### config.mk
export PLATFORM = sky130hd
export DESIGN_NAME = spa_setpoint_alarm
export DESIGN_NICKNAME = d
export VERILOG_FILES = /design/src/spa_pkg.sv /design/src/spa_setpoint_alarm.sv
export VERILOG_INCLUDE_DIRS = /design/src
export SDC_FILE = /design/constraint.sdc
export NUM_CORES = 1
export LEC_CHECK = 0
export BUFFER_PORTS_ARGS = -buffer_cell sky130_fd_sc_hd__clkbuf_2
export CORE_MARGIN = 10
export CORE_UTILIZATION = 51
export CTS_CLUSTER_SIZE = 14
export DETAILED_ROUTE_END_ITERATION = 10
export HOLD_SLACK_MARGIN = 0.12
export PLACE_DENSITY = 0.7
export SLEW_MARGIN = 0
export SYNTH_ARGS = -nofsm -noshare
export SYNTH_HDL_FRONTEND = slang
export SYNTH_SLANG_ARGS = --single-unit
### constraint.sdc
create_clock -name CLOCK -period 10.3 [get_ports CLOCK]
set_input_delay 1.03 -clock CLOCK [delete_from_list [all_inputs] [get_ports CLOCK]]
set_output_delay 1.03 -clock CLOCK [all_outputs]
set_load 0.03 [all_outputs]
### src/spa_map.svh
// Named constants for the setpoint output block: value limits, timing.
// Assumes inclusion by name from the package and the top module.
`ifndef SPA_MAP_SVH
`define SPA_MAP_SVH

// Value ranges in display counts; delay range in tenth-second ticks
`define SPA_VALUE_W        18
`define SPA_CALC_W         20
`define SPA_SP_MIN         (20'shF_B1E1)
`define SPA_SP_MAX         (20'sh1_869F)
`define SPA_HYST_W         16
`define SPA_HYST_MIN       16'h0001
`define SPA_HYST_MAX       16'hEA5F
`define SPA_DELAY_W        13
`define SPA_DELAY_MAX      13'h176F

// Timing: delay tick of one tenth second
`define SPA_CLK_PERIOD_NS  20
`define SPA_TICK_NS        100_000_000
`define SPA_TICK_CYCLES    (`SPA_TICK_NS / `SPA_CLK_PERIOD_NS)
`define SPA_PRESCALE_W     23

// Number of setpoint channels
`define SPA_CHANNELS       2

`endif

### src/spa_pkg.sv
// Types shared by the setpoint output block.
// Assumes spa_map.svh is on the include path.
`default_nettype none
`include "spa_map.svh"

package spa_pkg;
  // Output reset action, one per channel
  typedef enum logic [1:0] {
    SPA_RESET_AUTO          = 2'h0,
    SPA_RESET_LATCH_IMMED   = 2'h1,
    SPA_RESET_LATCH_DELAYED = 2'h3
  } spa_reset_mode_type;
endpackage
`default_nettype wire

### src/spa_setpoint_alarm.sv
// Two-channel setpoint output logic for a temperature panel meter.
// Assumes the measured value, configuration and reset pulses are
// synchronous to CLOCK and the value uses the display's own scaling.
`timescale 1ns/100ps
`default_nettype none
`include "spa_map.svh"

module spa_setpoint_alarm
  import spa_pkg::*;
#(
  parameter int TICK_CYCLES = `SPA_TICK_CYCLES
) (
  input  wire logic                                    CLOCK,
  input  wire logic                                    RST_N,
  input  wire logic signed [`SPA_VALUE_W-1:0]          MEAS_VALUE,
  input  wire logic                                    PROBE_FAIL,
  input  wire logic                                    OUT_RESET_PULSE,
  input  wire logic                                    DISP_RESET_PULSE,
  input  wire logic                                    DISP_RESET_SOURCE_OK,
  input  wire logic                                    INPUT_SHOWN,
  input  wire logic [`SPA_CHANNELS-1:0]                SP_ENABLE,
  input  wire logic [`SPA_CHANNELS-1:0]                SP_HIGH_ACTING,
  input  wire logic [`SPA_CHANNELS-1:0]                SP_BALANCED,
  input  wire logic [`SPA_CHANNELS-1:0][`SPA_VALUE_W-1:0] SP_VALUE,
  input  wire logic [`SPA_CHANNELS-1:0][`SPA_HYST_W-1:0]  SP_HYST,
  input  wire logic [`SPA_CHANNELS-1:0][`SPA_DELAY_W-1:0] SP_ON_DELAY,
  input  wire logic [`SPA_CHANNELS-1:0][`SPA_DELAY_W-1:0] SP_OFF_DELAY,
  input  wire logic [`SPA_CHANNELS-1:0][1:0]           SP_RESET_MODE,
  input  wire logic [`SPA_CHANNELS-1:0]                SP_RESET_WITH_DISPLAY,
  input  wire logic [`SPA_CHANNELS-1:0]                SP_STANDBY,
  input  wire logic [`SPA_CHANNELS-1:0]                SP_BURNOUT_ON,
  output logic      [`SPA_CHANNELS-1:0]                SP_OUTPUT,
  output logic      [`SPA_CHANNELS-1:0]                SP_RESET_PENDING
);

  // ----------------------------------------------------------------
  // Parameter check and shared tenth-second tick
  // ----------------------------------------------------------------
  if (TICK_CYCLES < 1 || TICK_CYCLES > (1 << `SPA_PRESCALE_W)) begin : g_bad_tick
    $error("TICK_CYCLES out of range");
  end

  localparam logic [`SPA_PRESCALE_W-1:0] TICK_LAST = `SPA_PRESCALE_W'(TICK_CYCLES - 1);

  logic [`SPA_PRESCALE_W-1:0] prescale;
  logic [`SPA_PRESCALE_W-1:0] next_prescale;
  logic                       tick;
  logic                       next_tick;

  // One tick pulse per tenth of a second
  always_comb begin
    next_tick     = (prescale == TICK_LAST);
    next_prescale = next_tick ? '0 : prescale + `SPA_PRESCALE_W'(1);
  end

  always_ff @(posedge CLOCK) begin
    if (!RST_N) begin
      prescale <= '0;
      tick     <= 1'b0;
    end else begin
      prescale <= next_prescale;
      tick     <= next_tick;
    end
  end

  // ----------------------------------------------------------------
  // Qualified display reset, common to both channels
  // ----------------------------------------------------------------
  logic disp_reset_ok;

  assign disp_reset_ok = DISP_RESET_PULSE && DISP_RESET_SOURCE_OK && INPUT_SHOWN;

  // ----------------------------------------------------------------
  // Setpoint channels
  // ----------------------------------------------------------------
  // independent channel instances
  for (genvar i = 0; i < `SPA_CHANNELS; i++) begin : g_ch
    logic signed [`SPA_CALC_W-1:0] meas;
    logic signed [`SPA_CALC_W-1:0] sp;
    logic signed [`SPA_CALC_W-1:0] hyst;
    logic signed [`SPA_CALC_W-1:0] half;
    logic signed [`SPA_CALC_W-1:0] rest;
    logic signed [`SPA_CALC_W-1:0] on_pt;
    logic signed [`SPA_CALC_W-1:0] off_pt;
    logic [`SPA_DELAY_W-1:0]       on_dly;
    logic [`SPA_DELAY_W-1:0]       off_dly;
    logic [`SPA_HYST_W-1:0]        hyst_in;
    spa_reset_mode_type            mode;
    logic                          on_cond;
    logic                          off_cond;
    logic                          on_eff;
    logic                          rst_eff;
    logic                          want;
    logic                          clear_now;
    logic                          delayed_clear;
    logic                          force_off;

    // Channel state and next values
    logic                    state_on;
    logic                    demand;
    logic                    supp;
    logic                    hold;
    logic                    pending;
    logic [`SPA_DELAY_W-1:0] cnt;
    logic                    next_state_on;
    logic                    next_demand;
    logic                    next_supp;
    logic                    next_hold;
    logic                    next_pending;
    logic [`SPA_DELAY_W-1:0] next_cnt;
    logic                    next_out;

    // Switching points; values arrive in display counts
    always_comb begin
      meas = `SPA_CALC_W'(MEAS_VALUE);
      sp   = `SPA_CALC_W'($signed(SP_VALUE[i]));
      if (sp < `SPA_SP_MIN) sp = `SPA_SP_MIN;
      if (sp > `SPA_SP_MAX) sp = `SPA_SP_MAX;
      hyst_in = SP_HYST[i];
      if (hyst_in < `SPA_HYST_MIN) hyst_in = `SPA_HYST_MIN;
      if (hyst_in > `SPA_HYST_MAX) hyst_in = `SPA_HYST_MAX;
      hyst = $signed({4'h0, hyst_in});
      half = $signed({5'h0, hyst_in[`SPA_HYST_W-1:1]});
      rest = hyst - half;
      on_dly  = (SP_ON_DELAY[i] > `SPA_DELAY_MAX) ? `SPA_DELAY_MAX : SP_ON_DELAY[i];
      off_dly = (SP_OFF_DELAY[i] > `SPA_DELAY_MAX) ? `SPA_DELAY_MAX : SP_OFF_DELAY[i];
      if (SP_BALANCED[i]) begin
        on_pt  = SP_HIGH_ACTING[i] ? sp + half : sp - half;
        off_pt = SP_HIGH_ACTING[i] ? sp - rest : sp + rest;
      end else begin
        on_pt  = sp;
        off_pt = SP_HIGH_ACTING[i] ? sp - hyst : sp + hyst;
      end
      on_cond  = SP_HIGH_ACTING[i] ? (meas >= on_pt) : (meas <= on_pt);
      off_cond = SP_HIGH_ACTING[i] ? (meas <= off_pt) : (meas >= off_pt);
    end

    // Mode decode, standby gate and reset sources
    always_comb begin
      mode = spa_reset_mode_type'(SP_RESET_MODE[i]);
      on_eff = on_cond && !(SP_STANDBY[i] && hold);
      rst_eff = OUT_RESET_PULSE || (disp_reset_ok && SP_RESET_WITH_DISPLAY[i]);
      clear_now = rst_eff && (mode != SPA_RESET_LATCH_DELAYED);
      // remembered reset fires at off point
      delayed_clear = (mode == SPA_RESET_LATCH_DELAYED) && pending && off_cond;
      force_off = clear_now || delayed_clear;
      if (mode == SPA_RESET_AUTO) begin
        want = demand && !supp;
      end else begin
        want = (state_on || on_eff) && !supp;
      end
    end

    // Next state of the channel
    always_comb begin
      next_demand   = demand;
      next_supp     = supp;
      next_hold     = hold;
      next_pending  = pending;
      next_state_on = state_on;
      next_cnt      = cnt;
      if (on_eff) begin
        next_demand = 1'b1;
      end else if (off_cond) begin
        next_demand = 1'b0;
      end
      // Standby ends once the inactive side is seen
      if (off_cond) begin
        next_hold = 1'b0;
      end
      // Set wins over the clear by the off point
      if (clear_now) begin
        next_supp = 1'b1;
      end else if (off_cond) begin
        next_supp = 1'b0;
      end
      if (rst_eff && state_on && mode == SPA_RESET_LATCH_DELAYED) begin
        next_pending = 1'b1;
      end else if (delayed_clear || mode != SPA_RESET_LATCH_DELAYED) begin
        next_pending = 1'b0;
      end
      if (force_off) begin
        next_state_on = 1'b0;
        next_cnt      = '0;
      end else if (want == state_on) begin
        next_cnt = '0;
      end else if (cnt >= (state_on ? off_dly : on_dly)) begin
        next_state_on = want;
        next_cnt      = '0;
      end else if (tick) begin
        next_cnt = cnt + `SPA_DELAY_W'(1);
      end
      if (!SP_ENABLE[i]) begin
        next_state_on = 1'b0;
        next_demand   = 1'b0;
        next_supp     = 1'b0;
        next_pending  = 1'b0;
        next_cnt      = '0;
      end
      if (!SP_ENABLE[i]) begin
        next_out = 1'b0;
      end else if (PROBE_FAIL) begin
        next_out = SP_BURNOUT_ON[i];
      end else begin
        next_out = next_state_on;
      end
    end

    // power up starts off, standby armed
    always_ff @(posedge CLOCK) begin
      if (!RST_N) begin
        state_on            <= 1'b0;
        demand              <= 1'b0;
        supp                <= 1'b0;
        hold                <= 1'b1;
        pending             <= 1'b0;
        cnt                 <= '0;
        SP_OUTPUT[i]        <= 1'b0;
        SP_RESET_PENDING[i] <= 1'b0;
      end else begin
        state_on            <= next_state_on;
        demand              <= next_demand;
        supp                <= next_supp;
        hold                <= next_hold;
        pending             <= next_pending;
        cnt                 <= next_cnt;
        SP_OUTPUT[i]        <= next_out;
        SP_RESET_PENDING[i] <= next_pending;
      end
    end

    // --------------------------------------------------------------
    // Checks on channel behaviour
    // --------------------------------------------------------------
    a_disabled_off: assert property (
      @(posedge CLOCK) disable iff (!RST_N)
      !SP_ENABLE[i] |=> !SP_OUTPUT[i] && !state_on)
      else $error("disabled setpoint drove output");

    a_burnout_state: assert property (
      @(posedge CLOCK) disable iff (!RST_N)
      SP_ENABLE[i] && PROBE_FAIL |=> SP_OUTPUT[i] == $past(SP_BURNOUT_ON[i]))
      else $error("burn-out state not applied");

    a_on_held_off: assert property (
      @(posedge CLOCK) disable iff (!RST_N)
      SP_ENABLE[i] && !state_on && want && cnt < on_dly |=> !state_on)
      else $error("output turned on before on delay");

    a_zero_on_delay: assert property (
      @(posedge CLOCK) disable iff (!RST_N)
      SP_ENABLE[i] && !state_on && want && !force_off && on_dly == '0 |=> state_on)
      else $error("zero on delay not immediate");

    a_off_held_on: assert property (
      @(posedge CLOCK) disable iff (!RST_N)
      SP_ENABLE[i] && state_on && !want && !force_off && cnt < off_dly |=> state_on)
      else $error("output turned off before off delay");

    a_manual_clear: assert property (
      @(posedge CLOCK) disable iff (!RST_N)
      SP_ENABLE[i] && rst_eff && mode != SPA_RESET_LATCH_DELAYED |=> !state_on ##1 !state_on)
      else $error("manual reset did not clear output");

    a_latch_keeps: assert property (
      @(posedge CLOCK) disable iff (!RST_N)
      SP_ENABLE[i] && mode == SPA_RESET_LATCH_IMMED && state_on && !rst_eff |=> state_on)
      else $error("latched output dropped without reset");

    a_delayed_pend: assert property (
      @(posedge CLOCK) disable iff (!RST_N)
      SP_ENABLE[i] && mode == SPA_RESET_LATCH_DELAYED && rst_eff && state_on && !off_cond
      |=> pending && state_on)
      else $error("delayed reset not remembered");

    a_display_gate: assert property (
      @(posedge CLOCK) disable iff (!RST_N)
      !OUT_RESET_PULSE && !(DISP_RESET_SOURCE_OK && INPUT_SHOWN) |-> !rst_eff)
      else $error("display reset acted while unqualified");

    a_standby_hold: assert property (
      @(posedge CLOCK) disable iff (!RST_N)
      SP_ENABLE[i] && SP_STANDBY[i] && hold && !state_on && !demand |=> !state_on && !demand)
      else $error("standby output turned on");
  end

endmodule
`default_nettype wire

=== Word level (Yosys, flattened, before mapping) ===
Index checks and enable logic that the tools add are counted.

* Bits in registers: 62
* Output and inout bits: 4
* Logic and storage cells: 162
* Bits of input ports: 161

* Reductions and logical operators: 47
* Bitwise logic cells: 3
* Mux-type cells: 50
* Eq/ne operators: 7
* Add/sub/neg operators: 17
* Order comparisons: 22

{| class="wikitable"
|+ Operator list
! kind !! number
|-
| $mux W20 || 14
|-
| $add A20 B17 Y20 || 4
|-
| $ge A18 B20 Y1 || 4
|-
| $le A18 B20 Y1 || 4
|-
| $sub A20 B17 Y20 || 4
|-
| $mux W13 || 6
|-
| $mux W16 || 4
|-
| $gt A13 B13 Y1 const B || 4
|-
| $add A20 B16 Y20 || 2
|-
| $gt A20 B18 Y1 const B || 2
|-
| $sub A20 B16 Y20 || 2
|-
| $lt A18 B16 Y1 const B || 2
|-
| $sub A16 B15 Y17 || 2
|-
| $gt A16 B16 Y1 const B || 2
|-
| $lt A16 B1 Y1 const B || 2
|-
| $add A13 B1 Y13 const B || 2
|-
| $ge A13 B13 Y1 || 2
|-
| $mux W1 || 26
|-
| $add A23 B1 Y23 const B || 1
|-
| $eq A23 B23 Y1 const B || 1
|-
| $logic_and A1 B1 Y1 || 22
|-
| $reduce_bool A2 Y1 || 6
|-
| $reduce_or A5 Y1 || 2
|-
| $logic_or A1 B1 Y1 || 8
|-
| 8 further kinds || 18
|}

=== Logic depth before layout (Yosys ltp) ===
* Depth after elaboration: 18
* Depth in mapped cells: 39
* Depth with buffers taken out: 38

=== Least setup slack after synthesis ===
OpenSTA, ideal clock, no wires.

* Path kind: input -> register
* Start: input SP_HYST[28] in the netlist's numbering
* End: register g_ch[1].cnt[10]
* Path buffers: 2
* Setup time: 0.064 ns
* Slack: 2.180 ns
* Arrival: 8.056 ns
* Cell stages on the path: 35
* Required time: 10.236 ns
* Cells stage by stage: nor4_2 -> a211oi_2 -> buf_2 -> nor2_1 -> inv_1 -> ha_1 -> fa_1 -> or3_1 -> a41o_1 -> a21o_4 -> o31ai_2 -> xor2_1 -> a31oi_1 -> xnor2_1 -> nand2_1 -> o21ai_0 -> ha_1 -> nand3_1 -> o21a_1 -> a21oi_1 -> a41oi_1 -> a211oi_1 -> a31oi_1 -> xnor2_1 -> xnor2_1 -> ha_1 -> nand4_1 -> nor3_1 -> a21oi_1 -> mux2i_1 -> mux2i_1 -> o221a_2 -> nand3_1 -> buf_2 -> nor2_1

* Word-level cells in the longest chain between the ends: 15
* Elaborated cells on any way between the ends: 30
* Those cells by class: add/sub (7); order compare (6); eq/ne (1); mux (10); reduce/logical (6)

{| class="wikitable"
|+ RTL lines
! what !! RTL line !! RTL
|-
| start: declaration || spa_setpoint_alarm.sv:25 || <nowiki>input wire logic [`SPA_CHANNELS-1:0][`SPA_HYST_W-1:0] SP_HYST,</nowiki>
|-
| $lt A16 B1 Y1 (no line) || - ||
|-
| $mux W16 * || spa_setpoint_alarm.sv:120 || <nowiki>if (hyst_in < `SPA_HYST_MIN) hyst_in = `SPA_HYST_MIN;</nowiki>
|-
| $gt A16 B16 Y1 (no line) || - ||
|-
| $mux W16 * || spa_setpoint_alarm.sv:121 || <nowiki>if (hyst_in > `SPA_HYST_MAX) hyst_in = `SPA_HYST_MAX;</nowiki>
|-
| parallel branches: the longest is 10 deep, another holds $add A20 B17 Y20 || - ||
|-
| $reduce_or A5 Y1 (no line) * || - ||
|-
| end signal: assignment || spa_setpoint_alarm.sv:226 || <nowiki>cnt <= next_cnt;</nowiki>
|-
| end: declaration || spa_setpoint_alarm.sv:104 || <nowiki>logic [`SPA_DELAY_W-1:0] cnt;</nowiki>
|}

Mark *: on every way between the ends.
A chain may end at the register's enable or synchronous reset.

=== Worst setup path after layout ===
* Start: input SP_HYST[30] in the netlist's numbering
* End: register g_ch[1].cnt[6]

Same word-level chain as after synthesis.

==> flow_summary.yaml <==
status:
  outcome: "finished, final reports clean"
global_routing:
  grt_pass1_wl_um: 66510
  grt_overflow: 0
  grt_util_all_layers_pct: 22.07
  grt_antenna_before_repair: 3
  grt_pass1_vias: 13784
  grt_max_degree: 63
logic_synthesis:
  synth_seq_area_share_pct: 8.800
  synthTopCellsByCount: "247 x ha_1, 190 x nor2_1, 156 x a21oi_1"
  synth_area_leaders: "ha_1 22%, dfxtp_1 8.8%, xnor2_1 7.5%, a21oi_1 5.5%, nor2_1 5.1%"
  netlist.area_leader.share_pct: 21.91
  synth_seq_cells: 62
  avgSynthCellArea_um2: 7.365
  syn_inst: 1915
  yosysMostFrequentCell: "ha_1"
  yosysWarnings: 0
  syn-cell-area_mm2: 0.01410
  synth_top_area_cell: "ha_1"
  synthDistinctLibCells: 99
  syn-num-nets: 2329
  ys.flop_type: "dfxtp_1"
  synth_async_sr_flop_share_pct: 0
  synth_edf_count: 0
floorplan:
  fp.dieW_um: 186.3
  die-area_mm2: 0.03471
  start_util_pct: 52.05
  rows: 60
  coreArea_mm2: 0.02710
  ioPinCount: 165
  die_y_um: 186.3
power_and_ir_drop:
  p_seq_share_pct: 13.6
  p_per_area_mw_per_mm2: 118.0
  clkPwrFrac_pct: 15.1
  ir_worst_vdd_mv: 0.07702
  p_leak_nw: 7.161
  p_sw_w: 0.0008444
  pwr-share-comb_pct: 71.3
  sw_frac_of_total_pct: 46.13
  internal_power_w: 0.0009861
critical_path:
  worst_ep_required_time_ps: 10560
  crit_family: "compound AO/OA/AOI/OAI gates"
  critPathArrivalTime_ps: 9650
  crit_type: "in2reg"
  worstReg2RegStart: "g_ch[0].state_on"
  startpoint_type: "input pin"
  cp-end-kind: "flop"
  cp_max_fo: 14
  worst-path-buf-inv: 1
  critPathSlowestCell: "a211oi_2"
  crit_start: "SP_HYST[30]"
  cpPeakStageDelay_ps: 760
timing:
  hold_violations: 0
  fin_tns_setup_ps: 0
  setup_ws_ps: 904.4
  setup_viol: 0
  worst_slew_pin_slew_ps: 1117
  rsz0062_at_grt: "false"
  fin_skew_ps: 6.652
  fmax_mhz: 106.4
  maxSlewViolCount: 0
  min_period_ps: 9396
  finalCritPeriodShare_pct: 91.22
  slew_headroom_pct: 24.89
  fin_hold_ws_ps: 447.8
clock_network:
  clkSlewWorstSetupHoldPaths_ps: 50
  insertion_delay_ps: 330
  htreeDepth: 3
  cts.sinks: 62
  clockBufferDepth: 2
  cts_tree: "yes"
  cts_buffers: 9
  postCtsHoldBufs: 0
  postCtsSetupRepairBufs: 0
  cts_resized: 0
  cts_root_buffer: "clkbuf_16"
layout:
  final_util_pct: 57.24
  final-seq-area_mm2: 0.001241
  area_growth_pct: 9.988
  drive_above_1_share_pct: 11.53
  multi_input_area_mm2: 0.01222
  num-nets-final: 2457
  fillers: 2589
route:
  drc: 0
  routed_wl_um: 40320
  vias_per_cell: 5.849
  dr.pass1.iters: 5
  drtIter0Drc: 1021
  wl_per_cell_um: 16.65
  antenna_left: 0
  vias: 14166
placement:
  port_buffers: 164
  gp_congestion: 0.9492
  pre_cts_slack_ps: 566.3
  place_hpwl_um: 33830
run:
  cap_viol_max_count: 0
worst_hold_path:
  hold_start: "g_ch[0].hold"
  hold_path_class: "reg2reg"
[routing by layer]
| layer | up-vias | track usage, % | routed length, µm |
|---|---|---|---|
| li1 | 7276 | - | - |
| met1 | 6446 | 27.98 | 18370 |
| met2 | 377 | 38.13 | 19130 |
| met3 | 67 | 2.384 | 1738 |
| met4 | 0 | 7.036 | 1076 |
| met5 | - | 0 | 0 |
[cells in the final DEF (no fill, tap or decap), types with 36 or more instances in the layout]
master    synthesis  final
nand3_1          41     41
nand2_1         146    146
nand4_1          43     43
nor2_1          190    190
o21ai_0         101    101
xor2_1           75     75
clkbuf_2          0    164
ha_1            247    247
a21o_1           58     58
a21oi_1         156    156
xnor2_1         121    121
nor2b_1          36     36
dfxtp_1          62     62
inv_1           109    109
nor3_1           42     42
[state kept, by name, indices dropped and copies added, names as in the netlist]
name,cells
g_ch.cnt,26
g_ch.pending,2
g_ch.demand,2
g_ch.supp,2
prescale,23
tick,1
SP_OUTPUT,2
g_ch.state_on,2
g_ch.hold,2
[area by class of cell]
cell class	count	share of cell area, %
repair buffers	173	5.726
multi-input cells	1686	78.76
well taps	372	3.000
diodes	3	0.04839
clock buffers	12	1.653
flip-flops and latches	62	8.001
clock inverters	3	0.1290
inverters	111	2.686
[worst paths after layout]
kind | to | slack [ps] | cells after the start
min reg2reg | g_ch[0].hold | 450 | 2
min | g_ch[0].hold | 450 | 2
max reg2reg | g_ch[0].cnt[12] | 6670 | 14
max | g_ch[1].cnt[6] | 900 | 33
[tightest hold or removal path: stages, from the launching register on]
cell and delay [ps]:
dfxtp_1 310, nand2_1 50, nand2_1 40
[stage by stage]
step           cell area, µm²  total power, W  std cells
2_1_floorplan           14100        0.001248       1915
3_3_place_gp            15230        0.001514       2404
3_5_place_dp            15230        0.001540       2404
4_1_cts                 15510        0.001828       2419
5_1_grt                 15510        0.002011       2422
6_report                15510        0.001830       2422
[power by group through the flow]
| stage | Sequential [W] | Combinational [W] | Clock (W) |
|---|---|---|---|
| floorplan | 0.000253 | 0.000995 | 0 |
| global placement | 0.000254 | 0.00126 | 0 |
| detailed placement | 0.000254 | 0.00129 | 0 |
| CTS | 0.000249 | 0.00130 | 0.000283 |
| global route | 0.000249 | 0.00147 | 0.000291 |
| finish | 0.000249 | 0.00130 | 0.000277 |
[logic make-up (layout without fill, tap and decap cells)]
| kind of cell | Yosys count | in the layout | synth area share [%] |
|---|---|---|---|
| adder cells (fa/ha/maj) | 253 | 253 | 22.76 |
| AND/OR/NAND/NOR | 649 | 649 | 22.92 |
| other | 0 | 3 | 0 |
| XOR/XNOR | 199 | 199 | 12.52 |
| buffers and inverters | 167 | 299 | 4.604 |
| AO/OA/AOI/OAI | 551 | 551 | 25.78 |
| flip-flops | 62 | 62 | 8.800 |
| multiplexers | 34 | 34 | 2.617 |
(Power assumes the default switching activity.)
